--- config.mk ---
export PLATFORM = sky130hd
export DESIGN_NAME = sprc_core
export DESIGN_NICKNAME = d
export VERILOG_FILES = /design/src/design/sprc_pkg.sv /design/src/design/sprc_core.sv /design/src/design/sprc_refresh_counter.sv
export SDC_FILE = /design/constraint.sdc
export NUM_CORES = 1
export LEC_CHECK = 0
export ABC_AREA = 1
export BUFFER_PORTS_ARGS = -buffer_cell sky130_fd_sc_hd__buf_2
export CAP_MARGIN = 40
export CORE_MARGIN = 1.5
export CORE_UTILIZATION = 35
export CTS_BUF_LIST = sky130_fd_sc_hd__clkbuf_8
export CTS_CLUSTER_SIZE = 12
export DETAILED_ROUTE_END_ITERATION = 16
export GPL_TIMING_DRIVEN = 0
export PLACE_DENSITY = 0.58
export SYNTH_ARGS = -nofsm -noshare
export SYNTH_HDL_FRONTEND = slang
export SYNTH_HIERARCHICAL = 1
export SYNTH_SLANG_ARGS = --single-unit
--- constraint.sdc ---
create_clock -name clk_in -period 1.55 [get_ports clk_in]
set_clock_uncertainty 0.05 [all_clocks]
set_input_delay 0.31 -clock clk_in [delete_from_list [all_inputs] [get_ports clk_in]]
set_output_delay 0.31 -clock clk_in [all_outputs]
set_load 0.02 [all_outputs]
--- src/design/sprc_pkg.sv ---
// Purpose: shared constants and types for precharge/refresh control
// Assumes: 40 MHz clock, four banks, 12-bit row refresh counter
// Notes: command encodings follow the usual cs/ras/cas/we pin order
package sprc_pkg;
    // ------------------------------------------------------------
    // command encodings {cs_n, ras_n, cas_n, we_n}
    // ------------------------------------------------------------
    localparam logic [3:0] CMD_NOP = 4'h7;
    localparam logic [3:0] CMD_READ = 4'h5;
    localparam logic [3:0] CMD_WRITE = 4'h4;
    localparam logic [3:0] CMD_ACTIVE = 4'h3;
    localparam logic [3:0] CMD_PRECHARGE = 4'h2;
    localparam logic [3:0] CMD_REFRESH = 4'h1;
    localparam logic [3:0] CMD_BURST_TERM = 4'h6;
    // ------------------------------------------------------------
    // field positions and sizes
    // ------------------------------------------------------------
    localparam int AP_BIT = 10;
    localparam int ROW_W = 12;
    localparam int BANKS = 4;
    localparam logic [8:0] FULL_PAGE_LEN = 9'h100;
    localparam logic [ROW_W-1:0] REF_CNT_RST = 12'h000;
    // ------------------------------------------------------------
    // timing: internal refresh period in self refresh
    // ------------------------------------------------------------
    localparam int CLK_PERIOD_NS = 25;
    localparam int SELF_REF_PERIOD_NS = 15625;
    localparam int SELF_REF_CYC = SELF_REF_PERIOD_NS / CLK_PERIOD_NS;
    localparam int BURST_W = 9;
    // ------------------------------------------------------------
    // bus bundles
    // ------------------------------------------------------------
    typedef struct packed {
        logic [3:0] cmd;
        logic [1:0] bank;
        logic [11:0] addr;
    } sprc_cmd_t;
    typedef enum logic [1:0] {
        ST_IDLE = 2'b00,
        ST_BURST = 2'b01,
        ST_SELF = 2'b10
    } sprc_state_t;
endpackage

--- src/design/sprc_core.sv ---
// Purpose: auto precharge, burst terminate, auto and self refresh control
// Assumes: commands sampled on rising clk_in; controller keeps its timings
// Notes: emits refresh row strobes and per-bank open-row state
`timescale 1ns/10ps
`default_nettype none
module sprc_core #(
    parameter bit AUTOMOTIVE_GRADE = 1'b0,
    parameter int SELF_CYC = sprc_pkg::SELF_REF_CYC
) (
    input wire logic clk_in,
    input wire logic rst_in,
    input wire logic cke_in,
    input wire sprc_pkg::sprc_cmd_t cmd_in,
    input wire logic [8:0] burst_len_in,
    output logic [sprc_pkg::BANKS-1:0] bank_open_out,
    output logic burst_active_out,
    output logic self_refresh_out,
    output logic [sprc_pkg::ROW_W-1:0] refresh_row_out,
    output logic refresh_strobe_out
);
    sprc_pkg::sprc_state_t st_r, st_nxt;
    logic [sprc_pkg::BANKS-1:0] open_r, open_nxt;
    logic [8:0] left_r, left_nxt;
    logic [1:0] bbank_r, bbank_nxt;
    logic ap_r, ap_nxt;
    logic full_r, full_nxt;
    logic auto_step;
    logic in_self;

    // decode one command code
    function automatic logic is_cmd(input sprc_pkg::sprc_cmd_t c, input logic [3:0] code);
        return c.cmd == code;
    endfunction

    // ------------------------------------------------------------
    // command and burst control
    // ------------------------------------------------------------
    always_comb begin
        st_nxt = st_r;
        open_nxt = open_r;
        left_nxt = left_r;
        bbank_nxt = bbank_r;
        ap_nxt = ap_r;
        full_nxt = full_r;
        auto_step = 1'b0;
        if (st_r == sprc_pkg::ST_SELF) begin
            // only clock enable is watched here
            if (cke_in) begin
                st_nxt = sprc_pkg::ST_IDLE;
            end
        end else begin
            // burst countdown and auto precharge at end
            if (st_r == sprc_pkg::ST_BURST && !full_r) begin
                if (left_r == 9'h001) begin
                    st_nxt = sprc_pkg::ST_IDLE;
                    if (ap_r) begin
                        open_nxt[bbank_r] = 1'b0;
                    end
                    ap_nxt = 1'b0;
                end else begin
                    left_nxt = left_r - 9'h001;
                end
            end
            if (is_cmd(cmd_in, sprc_pkg::CMD_ACTIVE) && cke_in) begin
                open_nxt[cmd_in.bank] = 1'b1;
            end else if (is_cmd(cmd_in, sprc_pkg::CMD_PRECHARGE) && cke_in) begin
                // AP bit set closes every bank, else only the addressed bank closes
                if (cmd_in.addr[sprc_pkg::AP_BIT]) begin
                    open_nxt = '0;
                end else begin
                    open_nxt[cmd_in.bank] = 1'b0;
                end
            end else if ((is_cmd(cmd_in, sprc_pkg::CMD_READ)
                          || is_cmd(cmd_in, sprc_pkg::CMD_WRITE)) && cke_in) begin
                // per-command auto precharge choice
                st_nxt = sprc_pkg::ST_BURST;
                bbank_nxt = cmd_in.bank;
                full_nxt = (burst_len_in == sprc_pkg::FULL_PAGE_LEN);
                ap_nxt = cmd_in.addr[sprc_pkg::AP_BIT]
                    && (burst_len_in != sprc_pkg::FULL_PAGE_LEN);
                left_nxt = burst_len_in;
            end else if (is_cmd(cmd_in, sprc_pkg::CMD_BURST_TERM) && cke_in) begin
                // cut latest burst, row stays open
                st_nxt = sprc_pkg::ST_IDLE;
                ap_nxt = 1'b0;
                full_nxt = 1'b0;
            end else if (is_cmd(cmd_in, sprc_pkg::CMD_REFRESH)) begin
                if (cke_in) begin
                    auto_step = 1'b1; // single refresh
                end else if (!AUTOMOTIVE_GRADE) begin
                    st_nxt = sprc_pkg::ST_SELF;
                    ap_nxt = 1'b0;
                    full_nxt = 1'b0;
                end
            end
        end
    end

    // registers
    always_ff @(posedge clk_in) begin
        if (rst_in) begin
            st_r <= sprc_pkg::ST_IDLE;
            open_r <= '0;
            left_r <= 9'h000;
            bbank_r <= 2'h0;
            ap_r <= 1'b0;
            full_r <= 1'b0;
        end else begin
            st_r <= st_nxt;
            open_r <= open_nxt;
            left_r <= left_nxt;
            bbank_r <= bbank_nxt;
            ap_r <= ap_nxt;
            full_r <= full_nxt;
        end
    end

    assign in_self = (st_r == sprc_pkg::ST_SELF) && !cke_in;

    // shared row counter and self refresh timer
    sprc_refresh_counter #(
        .PERIOD_CYC(SELF_CYC)
    ) u_cnt (
        .clk_in(clk_in),
        .rst_in(rst_in),
        .auto_step_in(auto_step),
        .self_in(in_self),
        .row_out(refresh_row_out),
        .refresh_pulse_out(refresh_strobe_out)
    );

    assign bank_open_out = open_r;
    assign burst_active_out = (st_r == sprc_pkg::ST_BURST);
    assign self_refresh_out = (st_r == sprc_pkg::ST_SELF);

    // ------------------------------------------------------------
    // assertions
    // ------------------------------------------------------------
    AST_AP_CLOSE: assert property (@(posedge clk_in) disable iff (rst_in)
        (st_r == sprc_pkg::ST_BURST && !full_r && left_r == 9'h001 && ap_r
         && !(is_cmd(cmd_in, sprc_pkg::CMD_ACTIVE) && cke_in))
        |=> !bank_open_out[$past(bbank_r)])
        else $error("auto precharge did not close bank");
    AST_FULL_NO_AP: assert property (@(posedge clk_in) disable iff (rst_in)
        full_r |-> !ap_r)
        else $error("auto precharge armed on full page");
    AST_AP_ONESHOT: assert property (@(posedge clk_in) disable iff (rst_in)
        (cke_in && (is_cmd(cmd_in, sprc_pkg::CMD_READ) || is_cmd(cmd_in, sprc_pkg::CMD_WRITE))
         && !cmd_in.addr[sprc_pkg::AP_BIT]) |=> !ap_r)
        else $error("auto precharge persisted");
    AST_BT_STOP: assert property (@(posedge clk_in) disable iff (rst_in)
        (cke_in && st_r != sprc_pkg::ST_SELF && is_cmd(cmd_in, sprc_pkg::CMD_BURST_TERM))
        |=> !burst_active_out)
        else $error("burst terminate ignored");
    AST_BT_OPEN: assert property (@(posedge clk_in) disable iff (rst_in)
        (cke_in && st_r != sprc_pkg::ST_SELF && is_cmd(cmd_in, sprc_pkg::CMD_BURST_TERM))
        |=> bank_open_out == $past(bank_open_out))
        else $error("burst terminate changed row state");
    AST_AUTO_REF: assert property (@(posedge clk_in) disable iff (rst_in)
        (cke_in && st_r != sprc_pkg::ST_SELF && is_cmd(cmd_in, sprc_pkg::CMD_REFRESH))
        |=> refresh_strobe_out && (refresh_row_out == $past(refresh_row_out) + 12'h001))
        else $error("auto refresh did not step counter");
    AST_SELF_ENTER: assert property (@(posedge clk_in) disable iff (rst_in)
        (!cke_in && st_r != sprc_pkg::ST_SELF && is_cmd(cmd_in, sprc_pkg::CMD_REFRESH))
        |=> self_refresh_out == !AUTOMOTIVE_GRADE)
        else $error("self refresh entry wrong");
    AST_SELF_HOLD: assert property (@(posedge clk_in) disable iff (rst_in)
        (self_refresh_out && !cke_in) |=> self_refresh_out && $stable(bank_open_out))
        else $error("input acted in self refresh");
    AST_SELF_INT: assert property (@(posedge clk_in) disable iff (rst_in)
        (self_refresh_out && !cke_in) ##1 refresh_strobe_out
        |-> refresh_row_out == $past(refresh_row_out) + 12'h001)
        else $error("self refresh pulse without row step");
    AST_NO_SELF_AT: assert property (@(posedge clk_in) disable iff (rst_in)
        AUTOMOTIVE_GRADE |-> !self_refresh_out)
        else $error("self refresh on automotive grade");
endmodule
`default_nettype wire

--- src/design/sprc_refresh_counter.sv ---
// Purpose: shared row refresh counter with self refresh timer
// Assumes: step pulse from auto refresh, self flag from control
// Notes: one counter serves both refresh modes
`timescale 1ns/10ps
`default_nettype none
module sprc_refresh_counter #(
    parameter int PERIOD_CYC = sprc_pkg::SELF_REF_CYC
) (
    input wire logic clk_in,
    input wire logic rst_in,
    input wire logic auto_step_in,
    input wire logic self_in,
    output logic [sprc_pkg::ROW_W-1:0] row_out,
    output logic refresh_pulse_out
);
    logic [sprc_pkg::ROW_W-1:0] row_r, row_nxt;
    logic [15:0] tmr_r, tmr_nxt;
    logic pulse_r, pulse_nxt;
    // ------------------------------------------------------------
    // next-value logic
    // ------------------------------------------------------------
    always_comb begin
        row_nxt = row_r;
        tmr_nxt = 16'h0000;
        pulse_nxt = 1'b0;
        if (self_in) begin
            // internal timing while in self refresh
            if (tmr_r == 16'(PERIOD_CYC - 1)) begin
                pulse_nxt = 1'b1;
                row_nxt = row_r + 12'h001;
            end else begin
                tmr_nxt = tmr_r + 16'h0001;
            end
        end else if (auto_step_in) begin
            pulse_nxt = 1'b1;
            row_nxt = row_r + 12'h001;
        end
    end
    // registers
    always_ff @(posedge clk_in) begin
        if (rst_in) begin
            row_r <= sprc_pkg::REF_CNT_RST;
            tmr_r <= 16'h0000;
            pulse_r <= 1'b0;
        end else begin
            row_r <= row_nxt;
            tmr_r <= tmr_nxt;
            pulse_r <= pulse_nxt;
        end
    end
    assign row_out = row_r;
    assign refresh_pulse_out = pulse_r;
endmodule
`default_nettype wire

==> results of run 1 <==
per-stage QoR:
| step | worst slack, ns | setup TNS (ns) |
|---|---|---|
| after floorplan | -0.0290 | -0.0290 |
| after global placement | -0.283 | -3.76 |
| after detailed placement | -0.333 | -4.39 |
| after CTS | 0.0103 | 0 |
| after global routing | -0.139 | -1.67 |
| final | -0.0533 | -0.0981 |
Yosys cell counts (4+ instances only):
cell,instances
nor2_1,79
ha_1,5
nand2_2,5
nor2_4,6
nand2_1,118
dfxtp_1,48
xor2_1,8
inv_2,6
inv_1,54
a21oi_1,23
o21ai_1,5
nand3_2,4
o21ai_0,20
nand4_1,12
nor2_2,8
nand3_1,42
metal layers:
metal  wire length [um]  part of all wire  vias to the layer above
li1                   -                 -                     1641
met1               3600              0.47                     1414
met2               3700              0.49                       47
met3                267             0.035                        7
met4                 41            0.0054                        0
met5                  0                 0                        -
logic make-up after synthesis:
logic type                 after synthesis
AOI/OAI and AO/OA                       53
DFF                                     48
xor gates and xnor gates                11
buffers and inverters                   69
and+or+nand+nor                        289
adders and majority gates                5
layout make-up:
| cell class | count | area, um^2 |
|---|---|---|
| Fill cell | 846 | 4430 |
| Multi-Input combinational cell | 358 | 1980 |
| Sequential cell | 48 | 970 |
| Timing Repair Buffer | 61 | 414 |
| Inverter | 63 | 258 |
| Tap cell | 105 | 131 |
| Clock buffer | 5 | 68.8 |
| Buffer | 6 | 41.3 |
| Clock inverter | 2 | 8.76 |
report_power, final:
| group | total, W | switching (W) | internal [W] |
|---|---|---|---|
| clock network | 0.000726 | 0.000424 | 0.000302 |
| logic | 0.000415 | 0.000260 | 0.000155 |
| registers | 0.00130 | 0.0000334 | 0.00126 |
| total | 0.00244 | 0.000718 | 0.00172 |
layout by cell type (no fill, tap or decap), drive strengths merged:
master / synthesis / final
nand3: 48 / 48
xor2: 8 / 8
nand4: 12 / 12
clkbuf: 2 / 8
buf: 4 / 64
nor2: 93 / 93
o21ai: 27 / 27
a21oi: 23 / 23
nand3b: 2 / 2
or2: 4 / 4
nor3: 4 / 4
ha: 5 / 5
clkinv: 2 / 4
inv: 61 / 61
nand2: 126 / 126
o22ai: 2 / 2
o21bai: 1 / 1
xnor2: 3 / 3
dfxtp: 48 / 48
worst register-to-register path: stages (launching register included):
cell,delay [ns]
dfxtp_2,0.36
inv_4,0.05
nor2_4,0.17
inv_4,0.07
nor2_4,0.21
nand3_4,0.18
nand2_8,0.16
clkinv_8,0.09
nor2_4,0.11
nor2_1,0.06
what timing repair did:
action,4_1_cts,5_1_grt
pin swaps,2,18
hold buffers,0,0
gates resized for setup,5,56
setup endpoints to repair,24,33
cloned,0,1
setup buffers,2,21
flip-flops by register name (all words and copies together), names as in the netlist:
name and flops:
bank_open_out 4, u_cnt/tmr_r 16, bbank_r 2, u_cnt/row_out 12, u_cnt/refresh_pulse_out 1, left_r 9, ap_r 1, st_r 2
full_r 1
worst max-delay path by stage:
stage               cells past startpoint       start           endpoint
global placement                        9  cmd_in[17]   u_cnt/row_out[1]
finish                                  9     st_r[1]  u_cnt/row_out[11]
floorplan                              11     st_r[1]   u_cnt/row_out[8]
CTS                                     7     st_r[1]     u_cnt/tmr_r[2]
detailed placement                      9  cmd_in[17]   u_cnt/row_out[1]
global route                            9     st_r[1]  u_cnt/row_out[11]
==> results.yml, run 1 <==
layout:
  area_delta_synth_final_pct: 27.8
  final-instance-count-excl-fill: 648
  antenna_cells: 0
  design_area_um2: 3870
  drive_gt1_frac: 0.278
  finalNetCount: 578
  final_util: 0.466
yosys:
  synth.area.top_cells: "dfxtp_1 (32%), nand2_1 (15%), nor2_1 (9.8%)"
  yosys_warnings: 6
  yosys.area_share.simple: 0.447
  yosysTopAreaCell: "dfxtp_1"
  synth_adder_area_share: 0.0207
  synth-edff-count: 0
  netlist_instances: 475
  synth_compound_area_frac: 0.0918
  ys_ff_latch: 48
  synth_top_family_by_area: "simple AND/OR/NAND/NOR gates"
  synthMuxAreaShare: 0
  syn_avg_cell_area_um2: 6.37
  yosysSeqAreaShare: 0.318
  ys_types: 35
  synth_top_area_frac: 0.318
  ys.flop_type: "dfxtp_1"
  synth.net_count: 510
  syn_area_um2: 3030
  synth_xor_area_frac: 0.0318
  async_reset_ff_frac: 0
grt:
  grt_util_met1: 0.202
  grt_use_met2: 0.286
  grt_overflow_total: 0
  antenna_found_initial: 0
  grt_max_degree: 14
  grt_util_met3: 0.0292
  grtUsageTotal: 0.160
  grt_pass1_wl_um: 11800
  top_usage_layer: "met2"
  grt_pass1_vias: 2690
clock_tree:
  htreeDepth: 2
  clk_latency_ns: 0.30
  clk_pin_slew_ns: 0.09
  clockRootBuffer: "clkbuf_8"
  cts_inserted_buffers: 5
  cts_tree: "done"
  cts_num_sinks: 48
  cts_buffer_depth: 2
hold_path:
  hold_path.startpoint: "cmd_in[10]"
  holdPathStages: 3
  min_to: "ap_r"
  min_path_type: "in2reg"
place:
  portBuffers: 37
  post_dp_cell_area_um2: 3360
  place_inst: 617
  hpwlAfterDp_um: 5360
  place_congestion: 0.847
sta:
  hold-worst-slack_ns: 0.271
  worst_slew_pin_slew_ns: 0.489
  finalWorstSetupSlack_ns: -0.0533
  min_period_over_period: 1.03
  rsz0062_at_grt: "yes"
  setup_viol: 6
  slew_viol_final: 0
  fmax_mhz: 624
  period_needed_ns: 1.60
  max-slew-margin-rel: 0.674
  hold_viol: 0
critical_path:
  crit_chain: "inv_4 -> nor2_4 -> inv_4 -> nor2_4 -> nand3_4 -> nand2_8 -> clkinv_8 -> nor2_4 -> nor2_1"
  r2r_end: "u_cnt/row_out[11]"
  r2r_start: "st_r[1]"
  critPathMaxFanout: 8
  start_kind: "flip-flop"
  r2r_cells: 9
  critPathTopFamily: "simple AND/OR/NAND/NOR gates"
  r2r_slack_ns: -0.05
  crit_top_cell: "nor2_4"
  crit_arrival_ns: 1.75
  critical-path-slowest-cell: "dfxtp_2"
  critical_path_class: "reg2reg"
  crit_path_end_kind: "flip-flop"
  cp_num_buf_inv: 3
  worst_path_largest_cell_delay_ns: 0.36
  required_ns: 1.70
floorplanning:
  initial_utilization: 0.365
  fp.coreArea_um2: 8300
  rows: 33
  die_h_um: 96.0
  die_area_um2: 9210
  die_x_um: 96.0
  io_pins: 49
power:
  p_per_area_nw_per_um2: 630
  peakVddDrop_mv: 0.540
  total_power_w: 0.00244
  power.leakage_nw: 1.65
outcome:
  violations: "setup timing"
  status: "complete, but fails checks"
drt:
  viasPerCell: 4.80
  drcViolationCount: 0
  drt-total-wl_um: 7610
  drtPass1Iterations: 4
  wl_per_cell_um: 11.7
  num_vias: 3109
  drt_iter0_drc: 63
  postRouteAntennaNets: 0
job:
  cap_violations: 0
Note: power is estimated with default switching activity, not from simulation.
==> run 2, diff against run 1 <==
--- a/constraint.sdc
+++ b/constraint.sdc
@@ -4,2 +4,2 @@
 set_output_delay 0.31 -clock clk_in [all_outputs]
-set_load 0.02 [all_outputs]
+set_load 0.05 [all_outputs]
==> run 2 against run 1 <==
Net effect:
- the flow still finishes with violations (setup timing)
- utilization fell by 1.3 points
- sequential power barely moved
- first-iteration DRC count rose by 46%
- design area fell by 2.7%
- sequential share of layout area rose by 0.81 points
- die area did not move
- register-to-register slack improved by 0.02 ns
- total power rose by 22%
- largest power group unchanged
==> results.yml, run 2 (synthesis results as in run 1) <==
clock_tree:
  clk_latency_ns: 0.31
  cts_buffer_depth: 2
  htreeDepth: 2
  clk_pin_slew_ns: 0.10
  cts_num_sinks: 48
  cts_hold_buf: 0
  cts_inserted_buffers: 5
  clockRootBuffer: "clkbuf_8"
  cts_tree: "done"
layout:
  area_delta_synth_final_pct: 24.3
  num-fill-cells: 876
  drive_gt1_frac: 0.256
  design_area_um2: 3760
  top_register: "u_cnt/tmr_r"
  multi_input_area_um2: 1900
  most-common-layout-cells: "nand2_1 (115), nor2_1 (69), inv_1 (51), nand3_1 (39), dfxtp_1 (38)"
  antenna_cells: 0
  largest_reg_flops: 16
  layout_commonest_cell: "nand2_1"
  seq_area_um2: 973
  final_util: 0.453
  finalNetCount: 566
outcome:
  violations: "setup timing"
  status: "complete, but fails checks"
critical_path:
  worst_path_largest_cell_delay_ns: 0.36
  critical_path_class: "reg2reg"
  crit_arrival_ns: 1.77
  critical-path-slowest-cell: "dfxtp_2"
  crit_chain: "inv_4 -> nor2_4 -> inv_4 -> nor2_4 -> nand3_4 -> buf_4 -> nand3_2 -> nand2_1 -> nor2_1"
  critPathTopFamily: "simple AND/OR/NAND/NOR gates"
  start_kind: "flip-flop"
  crit_path_end_kind: "flip-flop"
  required_ns: 1.74
  cp_num_buf_inv: 3
  critPathMaxFanout: 8
sta:
  hold_viol: 0
  max-slew-margin-rel: 0.703
  setup_viol: 1
  hold-worst-slack_ns: 0.262
  slew_viol_final: 0
  fmax_mhz: 631
  min_period_over_period: 1.02
  worst_slew_pin_slew_ns: 0.445
  period_needed_ns: 1.58
  rsz0062_at_grt: "yes"
  finalWorstSetupSlack_ns: -0.0347
drt:
  drcViolationCount: 0
  postRouteAntennaNets: 0
  drt-total-wl_um: 7350
  viasPerCell: 4.83
  num_vias: 3074
  wl_per_cell_um: 11.5
  drtPass1Iterations: 4
  drt_iter0_drc: 92
grt:
  antenna_found_initial: 0
  grtUsageTotal: 0.167
  grt_pass1_vias: 2835
  grt_pass1_wl_um: 12100
  grt_overflow_total: 0
  grt_max_degree: 16
floorplanning:
  die_h_um: 96.0
  die_x_um: 96.0
  initial_utilization: 0.365
  io_pins: 49
  die_area_um2: 9210
  rows: 33
  fp.coreArea_um2: 8300
place:
  hpwlAfterDp_um: 5440
  post_dp_cell_area_um2: 3360
  place_ws_ns: -0.345
  place_congestion: 0.845
  portBuffers: 37
power:
  peakVddDrop_mv: 0.358
  power.leakage_nw: 1.65
  p_per_area_nw_per_um2: 789
  total_power_w: 0.00297
hold_path:
  min_path_type: "in2reg"
job:
  cap_violations: 0
## run 2: worst paths after layout
path / end / startpoint / cells after the start / slack (ns)
setup / recovery: u_cnt/row_out[7] / st_r[1] / 9 / -0.03
hold / removal: u_cnt/row_out[10] / rst_in / 2 / 0.26
hold reg to reg: u_cnt/tmr_r[0] / u_cnt/tmr_r[0] / 1 / 0.39
setup reg to reg: u_cnt/row_out[7] / st_r[1] / 9 / -0.03
## run 2: cell type report
class                      instances  share of cell area
buffer                             6             0.00898
clock inverter                     3              0.0240
timing repair buffer              49              0.0838
multi-input combinational        358               0.504
clock buffer                       5              0.0183
sequential                        48               0.259
tap                              105              0.0349
inverter                          63              0.0672
## run 2: report_power, final
group | total [W] | switching (W) | internal, W
logic | 0.000408 | 0.000267 | 0.000141
registers | 0.00130 | 0.0000341 | 0.00126
clock network | 0.00126 | 0.000457 | 0.000807
total | 0.00297 | 0.000757 | 0.00221
## run 2: metal layers
metal | global-route usage | vias up | share of wire
met3 | 0.0324 | 5 | 0.038
met4 | 0.0490 | 0 | 0.0072
li1 | - | 1618 | -
met2 | 0.293 | 53 | 0.49
met1 | 0.204 | 1398 | 0.47
met5 | 0 | - | 0
## run 2: what timing repair did
| item | in CTS | in global routing |
|---|---|---|
| buffers inserted | 3 | 9 |
| endpoints found under the setup margin | 24 | 34 |
| pin swaps | 2 | 11 |
| gates resized for setup | 6 | 40 |
| cloned | 0 | 0 |
## run 2: per-stage QoR
stage	std cells	setup TNS (ns)
finish	637	-0.0347
CTS	628	0
global placement	617	-3.67
global route	637	-1.15
detailed placement	617	-4.52
floorplan	475	-2.27
